--- src/rtl/umx_pkg.sv ---
package umx_pkg;

    // -----------------------------------------------------------------
    // instruction encoding
    // -----------------------------------------------------------------
    localparam logic [7:0] OPC_MUL_LIT      = 8'h0D;   // 0000 1101 kkkk kkkk
    localparam logic [6:0] OPC_MUL_FILE     = 7'h01;   // 0000 001a ffff ffff
    localparam int         OPC_HI_POS       = 8;
    localparam int         BANK_BIT_POS     = 8;
    localparam logic [7:0] ILO_LIMIT        = 8'h5F;   // indexed offset for f <= 95
    localparam logic [7:0] ACCESS_SPLIT     = 8'h60;   // access bank low/high split
    localparam logic [3:0] ACCESS_HIGH_BANK = 4'hF;
    localparam logic [3:0] ACCESS_LOW_BANK  = 4'h0;

    // -----------------------------------------------------------------
    // reset values
    // -----------------------------------------------------------------
    localparam logic [7:0]  PROD_RESET = 8'h00;
    localparam logic [11:0] ADDR_RESET = 12'h000;

    // -----------------------------------------------------------------
    // quarter phases of one instruction cycle
    // -----------------------------------------------------------------
    typedef enum logic [3:0] {
        UMX_Q1 = 4'b0001,
        UMX_Q2 = 4'b0010,
        UMX_Q3 = 4'b0100,
        UMX_Q4 = 4'b1000
    } umx_phase_e;

    // decoded instruction
    typedef struct packed {
        logic       is_lit;
        logic       is_file;
        logic [7:0] operand;
        logic       bank_sel;
    } umx_decode_s;

    // product pair
    typedef struct packed {
        logic [7:0] high_byte;
        logic [7:0] low_byte;
    } umx_product_s;

endpackage

--- src/rtl/umx_mult8.sv ---
`timescale 1ns/1ps
`default_nettype none

// registered 8x8 unsigned multiplier
module umx_mult8 (
    input  wire logic        clock,
    input  wire logic        sys_rst,
    input  wire logic        enable,
    input  wire logic [7:0]  op_a,
    input  wire logic [7:0]  op_b,
    output logic [15:0]      product
);

    // -----------------------------------------------------------------
    // product register
    // -----------------------------------------------------------------
    logic [15:0] raw_product;

    assign raw_product = 16'(op_a) * 16'(op_b);

    // capture on enable
    always_ff @(posedge clock) begin
        if (sys_rst) begin
            product <= 16'h0000;
        end else if (enable) begin
            product <= raw_product;
        end
    end

endmodule // umx_mult8

`default_nettype wire

--- src/rtl/umx_mul_unit.sv ---
`timescale 1ns/1ps
`default_nettype none

module umx_mul_unit (
    input  wire logic        clock,
    input  wire logic        sys_rst,
    input  wire logic        instr_valid,
    input  wire logic [15:0] instr_word,
    input  wire logic [7:0]  accumulator,
    input  wire logic [3:0]  bank_selector,
    input  wire logic        ext_set_enable,
    input  wire logic [11:0] index_base,
    input  wire logic [7:0]  file_rdata,
    output logic [11:0]      file_addr,
    output logic             file_rd,
    output logic [7:0]       product_high_byte,
    output logic [7:0]       product_low_byte,
    output logic             product_we,
    output logic             busy,
    output logic             status_we
);

    // -----------------------------------------------------------------
    // decode
    // -----------------------------------------------------------------
    umx_pkg::umx_phase_e   phase;
    umx_pkg::umx_phase_e   next_phase;
    umx_pkg::umx_decode_s  dec;
    umx_pkg::umx_decode_s  next_dec;
    umx_pkg::umx_product_s prod_split;
    logic [7:0]            opc_byte;
    logic [6:0]            opc_file_bits;
    logic [7:0]            low_field;
    logic                  bank_field;
    logic                  hit_lit;
    logic                  hit_file;
    logic                  next_mul;
    logic                  mul_active;
    logic                  in_q1;
    logic                  in_q2;
    logic                  in_q3;
    logic                  in_q4;
    logic                  start_cycle;
    logic                  use_ilo;
    logic                  low_access;
    logic [11:0]           ilo_addr;
    logic [11:0]           banked_addr;
    logic [11:0]           access_addr;
    logic [11:0]           eff_addr;
    logic [7:0]            operand_b;
    logic [7:0]            operand_q;
    logic                  mult_en;
    logic                  write_now;
    logic                  next_file_rd;
    logic                  next_busy;
    logic [15:0]           mult_out;

    // instruction fields
    assign opc_byte      = instr_word[15:umx_pkg::OPC_HI_POS];
    assign opc_file_bits = instr_word[15:umx_pkg::OPC_HI_POS + 1];
    assign low_field     = instr_word[7:0];
    assign bank_field    = instr_word[umx_pkg::BANK_BIT_POS];

    // opcode matching
    assign hit_lit  = (opc_byte == umx_pkg::OPC_MUL_LIT);
    assign hit_file = (opc_file_bits == umx_pkg::OPC_MUL_FILE);

    // decoded word, taken only at the q1 edge
    assign next_dec.is_lit   = instr_valid && hit_lit;
    assign next_dec.is_file  = instr_valid && hit_file;
    assign next_dec.operand  = low_field;
    assign next_dec.bank_sel = bank_field;
    assign next_mul          = next_dec.is_lit || next_dec.is_file;
    assign mul_active        = dec.is_lit || dec.is_file;

    // -----------------------------------------------------------------
    // quarter flags
    // -----------------------------------------------------------------
    assign in_q1       = (phase == umx_pkg::UMX_Q1);
    assign in_q2       = (phase == umx_pkg::UMX_Q2);
    assign in_q3       = (phase == umx_pkg::UMX_Q3);
    assign in_q4       = (phase == umx_pkg::UMX_Q4);
    assign start_cycle = in_q1 && (next_phase == umx_pkg::UMX_Q2);

    // -----------------------------------------------------------------
    // file address generation
    // -----------------------------------------------------------------
    // indexed offset only with extended set, bank bit clear, low offsets
    assign use_ilo     = ext_set_enable && !dec.bank_sel
                         && (dec.operand <= umx_pkg::ILO_LIMIT);
    assign low_access  = (dec.operand < umx_pkg::ACCESS_SPLIT);
    assign ilo_addr    = index_base + {4'h0, dec.operand};
    assign banked_addr = {bank_selector, dec.operand};
    assign access_addr = low_access ? {umx_pkg::ACCESS_LOW_BANK, dec.operand}
                                    : {umx_pkg::ACCESS_HIGH_BANK, dec.operand};
    assign eff_addr    = use_ilo      ? ilo_addr :
                         dec.bank_sel ? banked_addr : access_addr;

    // -----------------------------------------------------------------
    // operand and strobe selection
    // -----------------------------------------------------------------
    // second operand: literal or file data
    assign operand_b    = dec.is_lit ? dec.operand : file_rdata;
    assign mult_en      = in_q3 && mul_active;
    assign write_now    = in_q4 && mul_active;
    assign next_file_rd = start_cycle && next_dec.is_file;
    assign next_busy    = (next_phase != umx_pkg::UMX_Q1)
                          && (in_q1 ? next_mul : mul_active);

    // -----------------------------------------------------------------
    // quarter sequencer
    // -----------------------------------------------------------------
    always_comb begin
        unique case (phase)
            umx_pkg::UMX_Q1: next_phase = umx_pkg::UMX_Q2;
            umx_pkg::UMX_Q2: next_phase = umx_pkg::UMX_Q3;
            umx_pkg::UMX_Q3: next_phase = umx_pkg::UMX_Q4;
            umx_pkg::UMX_Q4: next_phase = umx_pkg::UMX_Q1;
            default:         next_phase = umx_pkg::UMX_Q1;
        endcase
    end

    // phase advances every clock; decode latches at q1
    always_ff @(posedge clock) begin
        if (sys_rst) begin
            phase <= umx_pkg::UMX_Q1;
            dec   <= '0;
        end else begin
            phase <= next_phase;
            if (in_q1) begin
                dec <= next_dec;
            end
        end
    end

    // operand read at q2; accumulator only read, never written
    always_ff @(posedge clock) begin
        if (sys_rst) begin
            operand_q <= umx_pkg::PROD_RESET;
            file_addr <= umx_pkg::ADDR_RESET;
            file_rd   <= 1'b0;
        end else begin
            file_rd <= next_file_rd;
            if (in_q2) begin
                file_addr <= eff_addr;
                operand_q <= operand_b;
            end
        end
    end

    // -----------------------------------------------------------------
    // multiply at q3
    // -----------------------------------------------------------------
    umx_mult8 umx_mult8_inst (
        .clock   (clock),
        .sys_rst (sys_rst),
        .enable  (mult_en),
        .op_a    (accumulator),
        .op_b    (operand_q),
        .product (mult_out)
    );

    // -----------------------------------------------------------------
    // product write at q4
    // -----------------------------------------------------------------
    assign prod_split = mult_out;

    // product pair moves only on a multiply's q4 edge
    always_ff @(posedge clock) begin
        if (sys_rst) begin
            product_high_byte <= umx_pkg::PROD_RESET;
            product_low_byte  <= umx_pkg::PROD_RESET;
        end else if (write_now) begin
            product_high_byte <= prod_split.high_byte;
            product_low_byte  <= prod_split.low_byte;
        end
    end

    // strobes; the status write is never raised
    always_ff @(posedge clock) begin
        if (sys_rst) begin
            product_we <= 1'b0;
            busy       <= 1'b0;
            status_we  <= 1'b0;
        end else begin
            product_we <= write_now;
            busy       <= next_busy;
            status_we  <= 1'b0;
        end
    end

endmodule // umx_mul_unit

`default_nettype wire

--- config.mk ---
export PLATFORM = sky130hd
export DESIGN_NAME = umx_mul_unit
export DESIGN_NICKNAME = d
export VERILOG_FILES = /design/src/rtl/umx_pkg.sv /design/src/rtl/umx_mult8.sv /design/src/rtl/umx_mul_unit.sv
export SDC_FILE = /design/constraint.sdc
export NUM_CORES = 1
export LEC_CHECK = 0
export ABC_AREA = 1
export BUFFER_PORTS_ARGS = -buffer_cell sky130_fd_sc_hd__buf_2
export CORE_ASPECT_RATIO = 0.5
export CORE_MARGIN = 1.5
export CORE_UTILIZATION = 63
export CTS_CLUSTER_DIAMETER = 150
export DETAILED_ROUTE_END_ITERATION = 10
export GPL_ROUTABILITY_DRIVEN = 0
export HOLD_SLACK_MARGIN = 0.08
export PLACE_DENSITY_LB_ADDON = 0.1
export RECOVER_POWER = 50
export SLEW_MARGIN = 40
export SYNTH_ARGS = -nofsm -noshare
export SYNTH_HDL_FRONTEND = slang
export SYNTH_SLANG_ARGS = --single-unit
--- constraint.sdc ---
create_clock -name clock -period 6.65 [get_ports clock]
set_input_delay 0 -clock clock [delete_from_list [all_inputs] [get_ports clock]]
set_output_delay 0 -clock clock [all_outputs]
set_load 0.005 [all_outputs]
==> results.tsv <==
stage	metric	value	unit
outcome	status	finished, violations left	
outcome	violations	max-capacitance violations, max-slew violations	
timing	finClkSkew	0.00646	ns
timing	worst_pin_slew	1.78	ns
synthesis	ys_top_cells_by_area	dfxtp_1 (25%), fa_1 (13%), inv_1 (12%)	
grt	grt_pass1_vias	5198	
drt	drc	0	
setup_path	cp-end-kind	register	
pwr	irDropWorstVdd	0.148	mV
clock_tree	cts_buffers	9	
floorplan	dieArea	9450	um2
grt	grt_use_total	30.6	%
synthesis	syn_nets	939	
drt	wl	13600	um
timing	rsz0062_at_grt	no	
synthesis	ys_types	32	
timing	final_hold_viol_count	0	
drt	dr.first_iter.drc_count	308	
pwr	clkPwrFrac	37.6	%
timing	min_period	4.19	ns
grt	grt_overflow	0	
synthesis	yosysWarningCount	0	
setup_path	path_max_fanout	9	
floorplan	rows	24	
setup_path	critPathLaunchType	register	
layout	num_antenna_cells	0	
pwr	power_frac_comb	26.3	%
setup_path	reg2reg_depth	19	
timing	slew-limit-headroom	-19.0	%
synthesis	seq_area_frac_synth	25.1	%
layout	layout_commonest_cell	inv_1	
placed_design	hpwl	9830	um
pwr	leakagePower	3.81	nW
grt	antenna_found_initial	0	
worst_hold_path	hp-class	in2reg	
drt	vias_per_cell	5.25	
pwr	switchingPower	0.000436	W
drt	drtAntennaViolNets	0	
clock_tree	ctsResizeCount	0	
floorplan	die_w	136	um
layout	stdcell_area	6490	um2
timing	maxSlewViolCount	58	
timing	fin_setup_tns	0	ns
timing	final-setup-viol-count	0	
layout	mostFrequentLayoutCells	inv_1 (180), nand2_1 (173), buf_2 (71), dfxtp_1 (70), nor2_1 (61)	
timing	fmax	238	MHz
floorplan	fp.dieH	69.5	um
floorplan	initial_core_util	64.4	%
synthesis	syn_area	5570	um2
placed_design	place_area	5960	um2
pwr	switching_share	33.0	%
floorplan	core-area	8650	um2
grt	grt_max_degree	58	
synthesis	netlist_instances	806	
synthesis	yosys.area.top_type	dfxtp_1	
clock_tree	clock_path_buffers	2	
clock_tree	cts_max_level	3	
timing	finalCritPeriodShare	63.1	%
synthesis	ys_ff_latch	70	
pwr	powerDensity	204	nW/um2
drt	vias	5295	
setup_path	required	6.88	ns
clock_tree	tritoncts	yes	
drt	dr.pass1.iters	5	
synthesis	syn_avg_cell_area	6.91	um2
drt	post_drt_wl_per_cell	13.5	um
setup_path	cp.arrival	4.42	ns
placed_design	io_buffers	82	
synthesis	synth.top_cell.area_share	25.1	%
clock_tree	clk-insertion-delay-late	0.34	ns
clock_tree	root_buffer	clkbuf_16	
layout	area_delta_synth_final	16.5	%
layout	nNetsFinal	1020	
setup_path	path_class	reg2reg	
floorplan	num_io_pins	84	
grt	grt_pass1_wl	23000	um
worst_hold_path	worstHoldPathCells	5	
layout	drive_above_1_share	11.1	%
pwr	power_frac_seq	36.0	%
pwr	internal-power	0.000887	W
flow_run	cap_violations	1	
clock_tree	cts_num_sinks	70	
clock_tree	clk_pin_slew	0.06	ns
==> through the flow <==
step | power (W) | hold slack [ns] | setup slack (ns) | cells | utilization [%]
after floorplan | 0.000724 | 0.103 | 2.72 | 806 | -
after global placement | 0.000805 | 0.187 | 2.70 | 969 | 69.0
after detailed placement | 0.000814 | 0.198 | 2.52 | 969 | 69.0
after CTS | 0.00132 | 0.0809 | 2.48 | 1009 | 75.3
after global routing | 0.00140 | 0.140 | 2.21 | 1009 | 75.1
final | 0.00132 | 0.0822 | 2.46 | 1009 | 75.1
==> area by class of cell <==
class,instances,area [um2]
multi-input combinational,515,3310
fill,726,2150
sequential,70,1400
inverter,185,696
timing repair buffer,106,637
clock buffer,11,253
tap,117,146
clock inverter,5,56.3
==> repair_timing <==
action / CTS / global route
buffers inserted: 0 / 0
endpoints found under the hold margin: 23 / 0
setup endpoints to repair: 0 / 0
hold buffers: 24 / 0
==> metal layers <==
metal | global-route usage (%) | wire length (um) | up-vias
li1 | - | - | 2624
met1 | 38.7 | 6200 | 2496
met2 | 52.3 | 6340 | 148
met3 | 5.85 | 809 | 27
met4 | 10.8 | 249 | 0
met5 | 0 | 0 | -
==> kinds of logic after synthesis <==
| logic type | share of synthesized area (%) |
|---|---|
| AOI/OAI and AO/OA | 13.1 |
| xor gates and xnor gates | 2.04 |
| adders and majority gates | 23.2 |
| buffers and inverters | 15.4 |
| DFF | 25.1 |
| other | 0.0673 |
| and+or+nand+nor | 21.0 |
==> synthesized netlist by cell type <==
library cell  instances
inv_2                 4
xor2_1                9
ha_1                 44
o211ai_1              2
buf_2                12
a31oi_1               2
nand3_2               2
conb_1                1
nand2_1             173
o21ai_1               6
nor3_2                1
inv_1               181
nand4_1               6
nor3_1                1
dfxtp_1              70
clkbuf_1             20
a21o_1                1
o21ai_2               1
xnor2_1               4
fa_1                 37
a21oi_1              59
nor2_1               58
nor2_4                2
nand3_1              34
a31o_2                1
o21ai_0              54
buf_4                 4
nand3b_1              2
o21a_1                5
nand2_2               1
nor2_2                3
o21bai_1              6
==> registers in the layout (all words and copies together) (netlist names), 3 cells and up <==
register / cells
product_low_byte: 8
product_high_byte: 8
operand_q: 8
file_addr: 12
phase: 4
dec: 3
umx_mult8_inst.product: 16
banked_addr: 8
==> critical path: stages, from the launching register on <==
cell and delay, ns:
dfxtp_1 0.49, nand2_1 0.14, fa_1 0.54, fa_1 0.56
inv_1 0.06, fa_1 0.53, inv_1 0.05, fa_1 0.52
inv_1 0.04, ha_1 0.35, nand2_1 0.09, nand2_1 0.06
nand2_1 0.06, nand3_1 0.09, nand2_1 0.08, nand3_1 0.09
nand2_1 0.09, nand2_1 0.05, o21bai_1 0.14, inv_1 0.05
==> path summary, 6_finish.rpt <==
| check | start | endpoint | slack [ns] |
|---|---|---|---|
| max | operand_q[7] | umx_mult8_inst.product[14] | 2.46 |
| max reg2reg | operand_q[7] | umx_mult8_inst.product[14] | 2.46 |
| min reg2reg | product_high_byte[7] | product_high_byte[7] | 0.44 |
| min | file_rdata[3] | operand_q[3] | 0.08 |
==> power by group through the flow <==
stage	registers [W]	clock network (W)	logic, W
after floorplan	0.000465	0	0.000259
after global placement	0.000484	0	0.000321
after detailed placement	0.000485	0	0.000330
after CTS	0.000476	0.000501	0.000346
after global routing	0.000480	0.000522	0.000400
final	0.000477	0.000498	0.000348
Power figures use the tool's default switching activity.
